`config.mk`:
```
export PLATFORM = sky130hd
export DESIGN_NAME = flash_ctl_flat
export DESIGN_NICKNAME = d
export VERILOG_FILES = /design/src/flash_ctl_pkg.sv /design/src/flash_link_if.sv /design/src/flash_ctl.sv /design/src/flat_wrapper.sv
export VERILOG_INCLUDE_DIRS = /design/src
export SDC_FILE = /design/constraint.sdc
export NUM_CORES = 1
export LEC_CHECK = 0
export BUFFER_PORTS_ARGS = -buffer_cell sky130_fd_sc_hd__buf_2
export CELL_PAD_IN_SITES_DETAIL_PLACEMENT = 1
export CELL_PAD_IN_SITES_GLOBAL_PLACEMENT = 1
export CORE_ASPECT_RATIO = 2
export CORE_MARGIN = 8
export CORE_UTILIZATION = 42
export CTS_CLUSTER_DIAMETER = 150
export DETAILED_ROUTE_END_ITERATION = 12
export PLACE_DENSITY_LB_ADDON = 0.1
export SETUP_SLACK_MARGIN = 0.05
export SLEW_MARGIN = 20
export SYNTH_ARGS = -nofsm -noshare
export SYNTH_HDL_FRONTEND = slang
export SYNTH_SLANG_ARGS = --single-unit
```
`constraint.sdc`:
```
create_clock -name mclk -period 6.95 [get_ports mclk]
set_input_delay 1.39 -clock mclk [delete_from_list [all_inputs] [get_ports mclk]]
set_output_delay 1.39 -clock mclk [all_outputs]
set_load 0.01 [all_outputs]
```
`src/flash_ctl_regs.svh`:
```
// Constants shared by both ends of the flash program/erase link.
// Assumes a single 20 MHz clock domain and is included by bare name.
`ifndef FLASH_CTL_REGS_SVH
`define FLASH_CTL_REGS_SVH

// Controller register offsets (word index on the software port)
`define OFS_CTL1        4'h0
`define OFS_CTL3        4'h1
`define OFS_CLKSEL      4'h2
`define OFS_STATUS      4'h3
`define OFS_MASK        4'h4
`define OFS_DIV         4'h5
// Control register one fields
`define CTL1_ABORT_BIT  0
`define CTL1_SUSP_BIT   1
`define CTL1_ERASE_BIT  2
`define CTL1_WRITE_BIT  3
// Control register three fields
`define CTL3_BUSY_BIT   0
`define CTL3_EMERGENCY_EXIT_BIT_BIT   1
// Status / mask fields
`define ST_DONE_BIT     0
`define ST_EXIT_BIT     1
`define ST_SUSP_BIT     2
// Reset values
`define CTL1_RESET      8'h00
`define CTL3_RESET      8'h00
`define CLKSEL_RESET    2'h0
`define DIV_RESET       8'h03
// Operation lengths in divided clock ticks
`define WRITE_TICKS     16'h0023
`define ERASE_TICKS     16'h1000
`endif

```
`src/flash_ctl_pkg.sv`:
```
// Types shared by both ends of the flash program/erase link.
// Assumes the constants header supplies the numeric values.
package flash_ctl_pkg;
	// Timing clock sources
	typedef enum logic [1:0] {
		SRC_AUX  = 2'h0,
		SRC_SUB  = 2'h1,
		SRC_MAIN = 2'h2,
		SRC_XTAL = 2'h3
	} clk_src_t;
	// Sequencer states, Gray coded along idle-run-susp
	typedef enum logic [1:0] {
		ST_IDLE = 2'b00,
		ST_RUN  = 2'b01,
		ST_SUSP = 2'b11
	} seq_state_t;
endpackage

```
`src/flash_link_if.sv`:
```
// Link between CPU-side end and flash controller end.
// Assumes both ends share mclk; no clocking block.
interface flash_link_if;
	import flash_ctl_pkg::*;
	logic        acc_wr;     // Flash/control write strobe
	logic        acc_rd;     // Control read strobe
	logic        acc_ctl;    // 1: control register, 0: flash array
	logic [15:0] acc_addr;
	logic [15:0] acc_wdata;
	logic [15:0] acc_rdata;  // Valid the cycle after acc_rd
	logic        irq_event;  // CPU interrupt taken (pulse)
	logic        return_from_interrupt_event; // Return from interrupt executed (pulse)
	logic        global_interrupt_enable;        // Global interrupt enable level
	logic        lpm_req;    // CPU asks for low-power state
	logic        clk_hold;   // Controller holds source clock
	logic        busy;       // Operation active
	modport ctl (input acc_wr, acc_rd, acc_ctl, acc_addr, acc_wdata, irq_event, return_from_interrupt_event,
		global_interrupt_enable, lpm_req, output acc_rdata, clk_hold, busy);
	modport cpu (output acc_wr, acc_rd, acc_ctl, acc_addr, acc_wdata, irq_event, return_from_interrupt_event,
		global_interrupt_enable, lpm_req, input acc_rdata, clk_hold, busy);
endinterface

```
`src/flash_ctl.sv`:
```
// Flash program/erase sequencer: clock source select, busy, emergency exit,
// interrupt abort and interrupt suspend of erase. Drives the flash array.
// Assumes synchronous inputs on mclk and a CPU end on flash_link_if.cpu.
//
// The address-and-strobe port and the register addresses are this design's own decisions.
`include "flash_ctl_regs.svh"
module flash_ctl #(
	parameter logic [15:0] WRITE_TICKS = `WRITE_TICKS,
	parameter logic [15:0] ERASE_TICKS = `ERASE_TICKS
) (
	// Clock and reset
	input  wire logic                    mclk,
	input  wire logic                    sys_rst,
	// Link to CPU end
	flash_link_if.ctl                    link,
	// Clock sources, as enables on mclk
	input  wire logic                    aux_clk_en,
	input  wire logic                    subsystem_clock_en,
	input  wire logic                    main_clk_en,
	input  wire logic                    xtal_clk_en,
	input  wire logic                    xtal_fault,
	// Flash array side
	output logic                         arr_prog,
	output logic                         arr_erase,
	output logic [15:0]                  arr_addr,
	output logic [15:0]                  arr_data,
	output flash_ctl_pkg::clk_src_t      src_sel,
	// Interrupt
	output logic                         irq
);
	import flash_ctl_pkg::*;

	logic [7:0]  ctl1_reg;
	logic        emergency_exit_bit_reg;
	logic [2:0]  status_reg;
	logic [2:0]  mask_reg;
	logic [7:0]  div_reg;
	logic [7:0]  div_cnt_reg;
	logic [15:0] tick_cnt_reg;
	logic        is_erase_reg;
	seq_state_t  state_reg;
	logic        src_en;
	logic        tick;
	logic        exit_req;
	logic        done;
	logic        start;
	logic [2:0]  ev;

	// Control write decode
	function automatic logic ctl_wr(input logic [3:0] ofs);
		ctl_wr = link.acc_wr && link.acc_ctl && link.acc_addr[3:0] == ofs;
	endfunction

	// Source clock enable from the selected source
	always_comb begin
		case (src_sel)
			SRC_AUX:  src_en = aux_clk_en;
			SRC_SUB:  src_en = subsystem_clock_en;
			SRC_MAIN: src_en = main_clk_en;
			SRC_XTAL: src_en = xtal_clk_en && !xtal_fault;
			default:  src_en = 1'b0;
		endcase
	end

	// Operation tick divider from source enable
	always_ff @(posedge mclk) begin
		if (sys_rst || state_reg != ST_RUN)
			div_cnt_reg <= 8'h00;
		else if (src_en)
			div_cnt_reg <= (div_cnt_reg >= div_reg) ? 8'h00 : div_cnt_reg + 8'h01;
	end
	assign tick = src_en && div_cnt_reg >= div_reg;

	assign exit_req = emergency_exit_bit_reg
		|| (link.irq_event && link.global_interrupt_enable && ctl1_reg[`CTL1_ABORT_BIT])
		|| (xtal_fault && src_sel == SRC_XTAL);
	assign done  = state_reg == ST_RUN && tick && tick_cnt_reg == 16'h0001;
	assign start = state_reg == ST_IDLE && link.acc_wr && !link.acc_ctl && !emergency_exit_bit_reg
		&& (ctl1_reg[`CTL1_ERASE_BIT] || ctl1_reg[`CTL1_WRITE_BIT]);

	// Sequencer state
	always_ff @(posedge mclk) begin
		if (sys_rst) begin
			state_reg <= ST_IDLE;
		end else begin
			case (state_reg)
				ST_IDLE: if (start) state_reg <= ST_RUN;
				ST_RUN: begin
					if (exit_req || done)
						state_reg <= ST_IDLE;
					else if (is_erase_reg && link.irq_event && ctl1_reg[`CTL1_SUSP_BIT])
						state_reg <= ST_SUSP;
				end
				ST_SUSP: begin
					if (exit_req)
						state_reg <= ST_IDLE;
					else if (link.return_from_interrupt_event)
						state_reg <= ST_RUN;
				end
				default: state_reg <= ST_IDLE;
			endcase
		end
	end

	// Operation length counter and captured target
	always_ff @(posedge mclk) begin
		if (sys_rst) begin
			tick_cnt_reg <= 16'h0000;
			is_erase_reg <= 1'b0;
			arr_addr     <= 16'h0000;
			arr_data     <= 16'h0000;
		end else if (start) begin
			is_erase_reg <= ctl1_reg[`CTL1_ERASE_BIT];
			tick_cnt_reg <= ctl1_reg[`CTL1_ERASE_BIT] ? ERASE_TICKS : WRITE_TICKS;
			arr_addr     <= link.acc_addr;
			arr_data     <= link.acc_wdata;
		end else if (state_reg == ST_RUN && tick && tick_cnt_reg != 16'h0000) begin
			tick_cnt_reg <= tick_cnt_reg - 16'h0001;
		end
	end

	// Array drive, busy and clock hold follow the sequencer
	always_ff @(posedge mclk) begin
		if (sys_rst) begin
			arr_prog      <= 1'b0;
			arr_erase     <= 1'b0;
			link.busy     <= 1'b0;
			link.clk_hold <= 1'b0;
		end else begin
			arr_prog      <= (start && !ctl1_reg[`CTL1_ERASE_BIT])
				|| (state_reg == ST_RUN && !is_erase_reg && !exit_req && !done);
			arr_erase     <= (start && ctl1_reg[`CTL1_ERASE_BIT])
				|| (state_reg == ST_RUN && is_erase_reg && !exit_req && !done
				&& !(link.irq_event && ctl1_reg[`CTL1_SUSP_BIT]))
				|| (state_reg == ST_SUSP && link.return_from_interrupt_event && !exit_req);
			link.busy     <= start || (state_reg != ST_IDLE && !exit_req && !done);
			link.clk_hold <= start || (state_reg != ST_IDLE && !exit_req && !done);
		end
	end

	// Control registers written by software
	always_ff @(posedge mclk) begin
		if (sys_rst) begin
			ctl1_reg <= `CTL1_RESET;
			src_sel  <= SRC_AUX;
			mask_reg <= 3'h0;
			div_reg  <= `DIV_RESET;
		end else begin
			if (ctl_wr(`OFS_CTL1)) ctl1_reg <= link.acc_wdata[7:0];
			if (ctl_wr(`OFS_CLKSEL)) src_sel <= clk_src_t'(link.acc_wdata[1:0]);
			if (ctl_wr(`OFS_MASK)) mask_reg <= link.acc_wdata[2:0];
			if (ctl_wr(`OFS_DIV)) div_reg <= link.acc_wdata[7:0];
		end
	end

	// Emergency exit bit; stays set until software clears it
	always_ff @(posedge mclk) begin
		if (sys_rst)
			emergency_exit_bit_reg <= 1'b0;
		else if (ctl_wr(`OFS_CTL3))
			emergency_exit_bit_reg <= link.acc_wdata[`CTL3_EMERGENCY_EXIT_BIT_BIT];
	end

	// Sticky events; a read clears, a coincident event wins
	assign ev[`ST_DONE_BIT] = done;
	assign ev[`ST_EXIT_BIT] = state_reg != ST_IDLE && exit_req;
	assign ev[`ST_SUSP_BIT] = state_reg == ST_RUN && is_erase_reg && !exit_req && !done
		&& link.irq_event && ctl1_reg[`CTL1_SUSP_BIT];
	always_ff @(posedge mclk) begin
		if (sys_rst)
			status_reg <= 3'h0;
		else if (link.acc_rd && link.acc_ctl && link.acc_addr[3:0] == `OFS_STATUS)
			status_reg <= ev;
		else
			status_reg <= status_reg | ev;
	end

	// Interrupt output
	always_ff @(posedge mclk) begin
		if (sys_rst)
			irq <= 1'b0;
		else
			irq <= |((status_reg | ev) & mask_reg);
	end

	// Read data, one cycle after the strobe
	always_ff @(posedge mclk) begin
		if (sys_rst) begin
			link.acc_rdata <= 16'h0000;
		end else if (link.acc_rd && link.acc_ctl) begin
			case (link.acc_addr[3:0])
				`OFS_CTL1:   link.acc_rdata <= {8'h00, ctl1_reg};
				`OFS_CTL3:   link.acc_rdata <= {14'h0000, emergency_exit_bit_reg, link.busy};
				`OFS_CLKSEL: link.acc_rdata <= {14'h0000, src_sel};
				`OFS_STATUS: link.acc_rdata <= {13'h0000, status_reg};
				`OFS_MASK:   link.acc_rdata <= {13'h0000, mask_reg};
				`OFS_DIV:    link.acc_rdata <= {8'h00, div_reg};
				default:     link.acc_rdata <= 16'h0000;
			endcase
		end else begin
			link.acc_rdata <= 16'h0000;
		end
	end
endmodule

```
`src/flat_wrapper.sv`:
```
// flat-port wrapper written by rule: the top's interface ports become plain ports
module flash_ctl_flat import flash_ctl_pkg::*;
#(
	parameter logic [15:0] WRITE_TICKS = `WRITE_TICKS,
	parameter logic [15:0] ERASE_TICKS = `ERASE_TICKS
)
  (mclk, sys_rst, aux_clk_en, subsystem_clock_en, main_clk_en, xtal_clk_en, xtal_fault, arr_prog, arr_erase, arr_addr, arr_data, src_sel, irq, link_acc_wr, link_acc_rd, link_acc_ctl, link_acc_addr, link_acc_wdata, link_irq_event, link_return_from_interrupt_event, link_global_interrupt_enable, link_lpm_req, link_acc_rdata, link_clk_hold, link_busy);
  flash_link_if link_i ();
  input  wire logic mclk;
  input  wire logic sys_rst;
  input  wire logic aux_clk_en;
  input  wire logic subsystem_clock_en;
  input  wire logic main_clk_en;
  input  wire logic xtal_clk_en;
  input  wire logic xtal_fault;
  output logic arr_prog;
  output logic arr_erase;
  output logic [15:0] arr_addr;
  output logic [15:0] arr_data;
  output flash_ctl_pkg::clk_src_t src_sel;
  output logic irq;
  input wire logic [$bits(link_i.acc_wr)-1:0] link_acc_wr;
  input wire logic [$bits(link_i.acc_rd)-1:0] link_acc_rd;
  input wire logic [$bits(link_i.acc_ctl)-1:0] link_acc_ctl;
  input wire logic [$bits(link_i.acc_addr)-1:0] link_acc_addr;
  input wire logic [$bits(link_i.acc_wdata)-1:0] link_acc_wdata;
  input wire logic [$bits(link_i.irq_event)-1:0] link_irq_event;
  input wire logic [$bits(link_i.return_from_interrupt_event)-1:0] link_return_from_interrupt_event;
  input wire logic [$bits(link_i.global_interrupt_enable)-1:0] link_global_interrupt_enable;
  input wire logic [$bits(link_i.lpm_req)-1:0] link_lpm_req;
  output wire logic [$bits(link_i.acc_rdata)-1:0] link_acc_rdata;
  output wire logic [$bits(link_i.clk_hold)-1:0] link_clk_hold;
  output wire logic [$bits(link_i.busy)-1:0] link_busy;
  assign link_i.acc_wr = link_acc_wr;
  assign link_i.acc_rd = link_acc_rd;
  assign link_i.acc_ctl = link_acc_ctl;
  assign link_i.acc_addr = link_acc_addr;
  assign link_i.acc_wdata = link_acc_wdata;
  assign link_i.irq_event = link_irq_event;
  assign link_i.return_from_interrupt_event = link_return_from_interrupt_event;
  assign link_i.global_interrupt_enable = link_global_interrupt_enable;
  assign link_i.lpm_req = link_lpm_req;
  assign link_acc_rdata = link_i.acc_rdata;
  assign link_clk_hold = link_i.clk_hold;
  assign link_busy = link_i.busy;
  flash_ctl #(.WRITE_TICKS(WRITE_TICKS), .ERASE_TICKS(ERASE_TICKS)) u_core (.mclk(mclk), .sys_rst(sys_rst), .link(link_i), .aux_clk_en(aux_clk_en), .subsystem_clock_en(subsystem_clock_en), .main_clk_en(main_clk_en), .xtal_clk_en(xtal_clk_en), .xtal_fault(xtal_fault), .arr_prog(arr_prog), .arr_erase(arr_erase), .arr_addr(arr_addr), .arr_data(arr_data), .src_sel(src_sel), .irq(irq));
endmodule
```
==> results of run 1 <==
-- power by group through the flow --
stage,Clock (mW),Sequential (mW),Combinational [mW]
finish,0.473,0.553,0.0512
global route,0.504,0.553,0.0565
CTS,0.485,0.553,0.0514
detailed placement,0,0.566,0.0511
global placement,0,0.566,0.0497
floorplan,0,0.566,0.0306
-- final timing paths --
check                                      startpoint                      to  slack, ps
worst max register to register  u_core.div_cnt_reg[1]   u_core.div_cnt_reg[1]       4220
worst max-delay path                       xtal_fault  u_core.tick_cnt_reg[7]       3700
worst min register to register     u_core.arr_addr[4]      u_core.arr_addr[4]        450
worst min-delay path               u_core.arr_addr[4]      u_core.arr_addr[4]        450
-- layer usage --
metal	share of wire (%)	routed length [µm]	GRT usage, %	vias to the layer above
li1	-	-	-	1955
met5	0	0	0	-
met2	58	7616	37.62	71
met4	2.4	320	8.223	0
met3	3.6	467	3.496	21
met1	36	4660	17.83	1966
-- cell type report --
cell class | count | area [µm²] | share of cell area [%]
clock buffers | 13 | 260.3 | 5.071
clock inverters | 3 | 25.02 | 0.4876
inverters | 17 | 63.81 | 1.243
multi-input cells | 385 | 2215 | 43.15
flip-flops and latches | 96 | 1922 | 37.45
well taps | 135 | 168.9 | 3.291
repair buffers | 94 | 478.0 | 9.313
-- worst min-delay path, cell delays in order, from the launching register on --
cell and delay (ps):
dfxtp_1 310, nand2_1 50, a21oi_1 50
-- cells in the final DEF (no fill, tap or decap), types with 3 or more instances in the layout --
master,instances
buf_4,3
nor2_1,49
o21ai_0,13
inv_1,17
nand4_1,8
ha_1,11
dfxtp_1,96
a21oi_1,60
mux2i_1,20
or3_2,5
nor2b_1,4
nor3_1,7
and3_1,3
and2_1,3
a31oi_1,5
nor4_1,3
or3_1,13
conb_1,8
nand2_1,101
xor2_1,7
nor3b_1,3
nand3_1,11
a22oi_1,7
clkbuf_16,9
buf_2,91
o22ai_1,3
-- cell families (layout without fill, tap and decap cells) --
logic type	Yosys count	in the layout	synth area share (%)
and+or+nand+nor	227	227	24.77
other	1	8	0.08593
buffers and inverters	52	127	6.164
muxes	23	23	5.619
adders and majority gates	11	11	3.154
xor gates and xnor gates	9	9	1.806
AOI/OAI and AO/OA	107	107	14.36
DFF	96	96	44.04
-- per-stage QoR --
stage                     cells  total power, mW
final                       743            1.078
after floorplan             533           0.5962
after global placement      727           0.6153
after CTS                   743            1.089
after global routing        743            1.113
after detailed placement    727           0.6168
==> metrics.csv, run 1 <==
metric,value,unit
start_util,43.00,%
port_buffers,91,
die_w,88.08,µm
p_switching,0.2430,mW
preCtsSetupSlack,3189,ps
cp-start-kind,input pin,
ant_nets,0,
synthFlopType,dfxtp_1,
drive_gt1_share,21.05,%
syn_avg_cell_area,8.297,µm²
yosys_warnings,0,
postCtsHoldBufs,0,
p_per_area,210.0,mW/mm²
p_int,0.8345,mW
fp.coreArea,0.01015,mm²
num_vias,4013,
maxSlewHeadroom,41.72,%
cp_slowest_stage_delay,680,ps
cts_tree,yes,
rsz0062_at_grt,no,
slew_violations,0,
grt_pass1_vias,4474,
cp.arrival,3510,ps
p_comb_share,4.7,%
wl_per_cell,17.58,µm
synth_seq_cells,96,
grt_pass1_wl,21460,µm
yosys.area.top_type,dfxtp_1,
drc_errors,0,
antenna_found_initial,0,
cts.sinks,96,
num_rows,52,
yosysUniqueCellTypes,60,
placed_cell_area,0.004838,mm²
async_flop_share,0,%
crit_type,input pin to flip-flop,
setup_violations,0,
path_depth,7,
hold_path_class,flip-flop to flip-flop,
crit_chain,"buf_2, nor2b_1, mux4_2, inv_1, or4_2, or3_1, a21oi_1",
gp_congestion,0.8825,
netlist_area,0.004364,mm²
syn_inst,526,
filler_cell_count,1306,
grt_usage,19.14,%
finalHoldViolCount,0,
min_period,3248,ps
synth_edf_count,0,
tightest_slew,869.4,ps
hold_slack,452.7,ps
ir_worst_vdd,160.9,µV
cts_max_level,3,
tns,0,ps
crit_required,7210,ps
end_kind,flip-flop,
yosys-top-cells-count,"nand2_1 (101), dfxtp_1 (96), a21oi_1 (60)",
min_path_cells,2,
dp_hpwl,10100,µm
dr.pass1.iters,4,
period_share,46.73,%
insertion_delay,340,ps
dieArea,0.01411,mm²
routed_wl,13060,µm
postLayoutCoreUtil,50.57,%
max_cap_violations,0,
viasPerCell,5.401,
swShare,22.55,%
skew,8.335,ps
r2r_cells,7,
diodes,0,
layout.nets,660,
cp_top_family,simple AND/OR/NAND/NOR gates,
setup_ws,3702,ps
numCtsBuffers,9,
synth_top_area_share,44.04,%
yosysSeqAreaShare,44.04,%
outcome,completed,
cts-resized-gates,0,
slowest_stage,or4_2,
p_seq_share,51.3,%
clock-root-buffer,clkbuf_16,
die_h,160.2,µm
gr-total-overflow,0,
drt_iter0_markers,161,
critPathMaxFanout,19,
area_growth,17.60,%
clk_pin_slew,60,ps
worst-path-buf-inv,2,
fin_area,0.005132,mm²
p_leak,1.993,nW
grt_start_max_net_pins,72,
io_pins,101,
ys_top_cells_by_area,"dfxtp_1 (44%), nand2_1 (8.7%), a21oi_1 (6.9%)",
post_cts_buffers,0,
post-synth-top-count-cell,nand2_1,
clockBufferDepth,2,
p_clk_share,43.9,%
max_freq,307.9,MHz
(Power assumes the default switching activity.)
==> inputs of run 2 (changes only) <==
--- a/config.mk
+++ b/config.mk
@@ -6,12 +6,13 @@
 export SDC_FILE = /design/constraint.sdc
 export NUM_CORES = 1
 export LEC_CHECK = 0
+export ABC_AREA = 1
 export BUFFER_PORTS_ARGS = -buffer_cell sky130_fd_sc_hd__buf_2
 export CELL_PAD_IN_SITES_DETAIL_PLACEMENT = 1
 export CELL_PAD_IN_SITES_GLOBAL_PLACEMENT = 1
 export CORE_ASPECT_RATIO = 2
 export CORE_MARGIN = 8
-export CORE_UTILIZATION = 42
+export CORE_UTILIZATION = 34
 export CTS_CLUSTER_DIAMETER = 150
 export DETAILED_ROUTE_END_ITERATION = 12
 export PLACE_DENSITY_LB_ADDON = 0.1
==> constraint.sdc (replaced) <==
create_clock -name mclk -period 2.7 [get_ports mclk]
set_input_delay 0.54 -clock mclk [delete_from_list [all_inputs] [get_ports mclk]]
set_output_delay 0.54 -clock mclk [all_outputs]
set_load 0.01 [all_outputs]
==> run 2 against run 1 <==
  * Core utilization is 9.5 points lower
  * First-iteration DRC count is 12% higher
  * Non-clock buffer count up 2
  * Combinational power increased to 3.3 times the previous value
  * Sequential share of layout area is 1.0 points lower
  * Clock power grew to 2.6 times the previous value
==> metrics.csv, run 2 <==
metric,value,unit,change
gr-total-overflow,0,,unchanged
final_cell_mix,"nor2_1 (113), dfxtp_1 (96), nand2_1 (93)",,"was nand2_1 (101), dfxtp_1 (96), buf_2 (91)"
post-synth-top-count-cell,nor2_1,,was nand2_1
ir_worst_vdd,487.3,µV,was 160.9 µV
grt_usage,15.74,%,was 19.14%
synth_seq_cells,96,,unchanged
dr.pass1.iters,4,,unchanged
tightest_slew,833.2,ps,was 869.4 ps
maxSlewHeadroom,44.11,%,was 41.72%
ys_top_cells_by_area,"dfxtp_1 (44%), nor2_1 (9.6%), nand2_1 (7.9%)",,"was dfxtp_1 (44%), nand2_1 (8.7%), a21oi_1 (6.9%)"
viasPerCell,4.847,,was 5.401
rsz0062_at_grt,no,,unchanged
die_w,96.55,µm,was 88.08 µm
diodes,0,,unchanged
layout.nets,757,,was 660
crit_required,2990,ps,was 7210 ps
setup_violations,0,,unchanged
cp-start-kind,flip-flop,,was input pin
p_per_area,540.5,mW/mm²,was 210.0 mW/mm²
port_buffers,91,,unchanged
synthFlopType,dfxtp_1,,unchanged
cts_tree,yes,,unchanged
period_share,82.31,%,
syn_inst,614,,was 526
slew_violations,0,,unchanged
drive_gt1_share,18.87,%,was 21.05%
clockBufferDepth,2,,unchanged
cts-resized-gates,0,,unchanged
clk_pin_slew,80,ps,was 60 ps
fin_cells,857,,was 743
yosysSeqAreaShare,43.56,%,was 44.04%
netlist_area,0.004412,mm²,was 0.004364 mm²
power,2.854,mW,was 1.078 mW
cts_max_level,3,,unchanged
cp.arrival,2510,ps,was 3510 ps
syn_avg_cell_area,7.185,µm²,was 8.297 µm²
max_cap_violations,0,,unchanged
min_period,2222,ps,
outcome,completed,,unchanged
grt_pass1_vias,4178,,was 4474
drt_iter0_markers,181,,was 161
io_pins,101,,unchanged
grt_pass1_wl,21020,µm,was 21460 µm
antenna_found_initial,0,,unchanged
num_vias,4154,,was 4013
yosys-top-cells-count,"nor2_1 (113), dfxtp_1 (96), nand2_1 (93)",,"was nand2_1 (101), dfxtp_1 (96), a21oi_1 (60)"
wl_per_cell,15.30,µm,was 17.58 µm
postCtsHoldBufs,0,,unchanged
crit_type,flip-flop to flip-flop,,was input pin to flip-flop
timing.rr.start,u_core.state_reg[0],,was u_core.div_cnt_reg[1]
numCtsBuffers,9,,unchanged
crit_start,u_core.state_reg[0],,was xtal_fault
finalHoldViolCount,0,,unchanged
fp.coreArea,0.01284,mm²,was 0.01015 mm²
skew,8.399,ps,was 8.335 ps
num_rows,59,,was 52
preCtsSetupSlack,232.0,ps,was 3189 ps
dieArea,0.01710,mm²,was 0.01411 mm²
setup_ws,477.5,ps,was 3702 ps
ant_nets,0,,unchanged
p_leak,2.354,nW,was 1.993 nW
grt_start_max_net_pins,45,,was 72
dp.cells,841,,was 727
cts.sinks,96,,unchanged
placed_cell_area,0.004986,mm²,was 0.004838 mm²
max_freq,450.0,MHz,
critPathMaxFanout,26,,was 19
hold_path_class,input pin to flip-flop,,was flip-flop to flip-flop
die_h,177.1,µm,was 160.2 µm
post_cts_buffers,0,,unchanged
synth_edf_count,0,,unchanged
tns,0,ps,unchanged
yosys_warnings,0,,unchanged
clock-root-buffer,clkbuf_16,,unchanged
area_growth,19.68,%,was 17.60%
yosysUniqueCellTypes,39,,was 60
layout_commonest_cell,nor2_1,,was nand2_1
synth_top_area_share,43.56,%,was 44.04%
gp_congestion,0.8345,,was 0.8825
async_flop_share,0,%,unchanged
end_kind,flip-flop,,unchanged
hold_start,link_acc_addr[10],,was u_core.arr_addr[4]
yosys.area.top_type,dfxtp_1,,unchanged
insertion_delay,350,ps,was 340 ps
start_util,34.35,%,was 43.00%
dp_hpwl,10020,µm,was 10100 µm
filler_cell_count,1714,,was 1306
routed_wl,13110,µm,was 13060 µm
fin_area,0.005280,mm²,was 0.005132 mm²
drc_errors,0,,unchanged
==> run 2: critical path, stage by stage, from the launching register on <==
cell	delay, ps
dfxtp_1	360
or2_1	170
nor3b_1	70
nand2_1	80
clkinv_1	650
nor2_1	570
o21ai_0	160
nor2_1	100
==> run 2: path summary, 6_finish.rpt <==
kind              slack, ps                endpoint  depth (start not counted)
setup reg to reg        480  u_core.tick_cnt_reg[2]                          7
hold / removal          440     u_core.arr_addr[10]                          3
setup / recovery        480  u_core.tick_cnt_reg[2]                          7
hold reg to reg         460    u_core.status_reg[1]                          2
==> run 2: metal layers <==
| layer | vias to the layer above | wire (µm) | global-route usage [%] |
|---|---|---|---|
| li1 | 2138 | - | - |
| met3 | 11 | 811 | 3.017 |
| met2 | 87 | 6064 | 24.56 |
| met5 | - | 0 | 0 |
| met1 | 1918 | 6050 | 20.80 |
| met4 | 0 | 187 | 5.531 |
==> run 2: kinds of logic (layout without fill, tap and decap cells) <==
| kind of cell | count (synthesis) | count (layout) | share of synthesized area (%) |
|---|---|---|---|
| flops | 96 | 96 | 43.56 |
| other cells | 1 | 8 | 0.08500 |
| fa+ha+maj | 11 | 11 | 3.120 |
| simple gates | 267 | 267 | 25.87 |
| compound gates | 130 | 130 | 15.88 |
| buf+inv | 99 | 183 | 9.501 |
| xor+xnor | 10 | 10 | 1.985 |
==> run 2: final cells by class <==
class | count | area [µm²] | area share, %
inverter | 71 | 271.5 | 5.142
timing repair buffer | 96 | 505.5 | 9.573
multi-input combinational | 426 | 2097 | 39.72
tap | 152 | 190.2 | 3.602
clock buffer | 9 | 225.2 | 4.265
sequential | 96 | 1922 | 36.40
clock inverter | 7 | 68.82 | 1.303
==> run 2: power breakdown <==
part	switching, mW	leakage [nW]	internal, mW	total [mW]
clock	0.610	0.136	0.644	1.25
sequential	0.00642	0.774	1.43	1.43
combinational	0.109	1.44	0.0591	0.168
total	0.726	2.35	2.13	2.85
==> run 2: per-stage QoR <==
step | utilization (%) | hold WS [ps]
2_1_floorplan | - | 438.9
3_3_place_gp | 38.82 | 451.5
3_5_place_dp | 38.82 | 454.0
4_1_cts | 41.11 | 426.9
5_1_grt | 41.11 | 442.6
6_report | 41.11 | 436.9
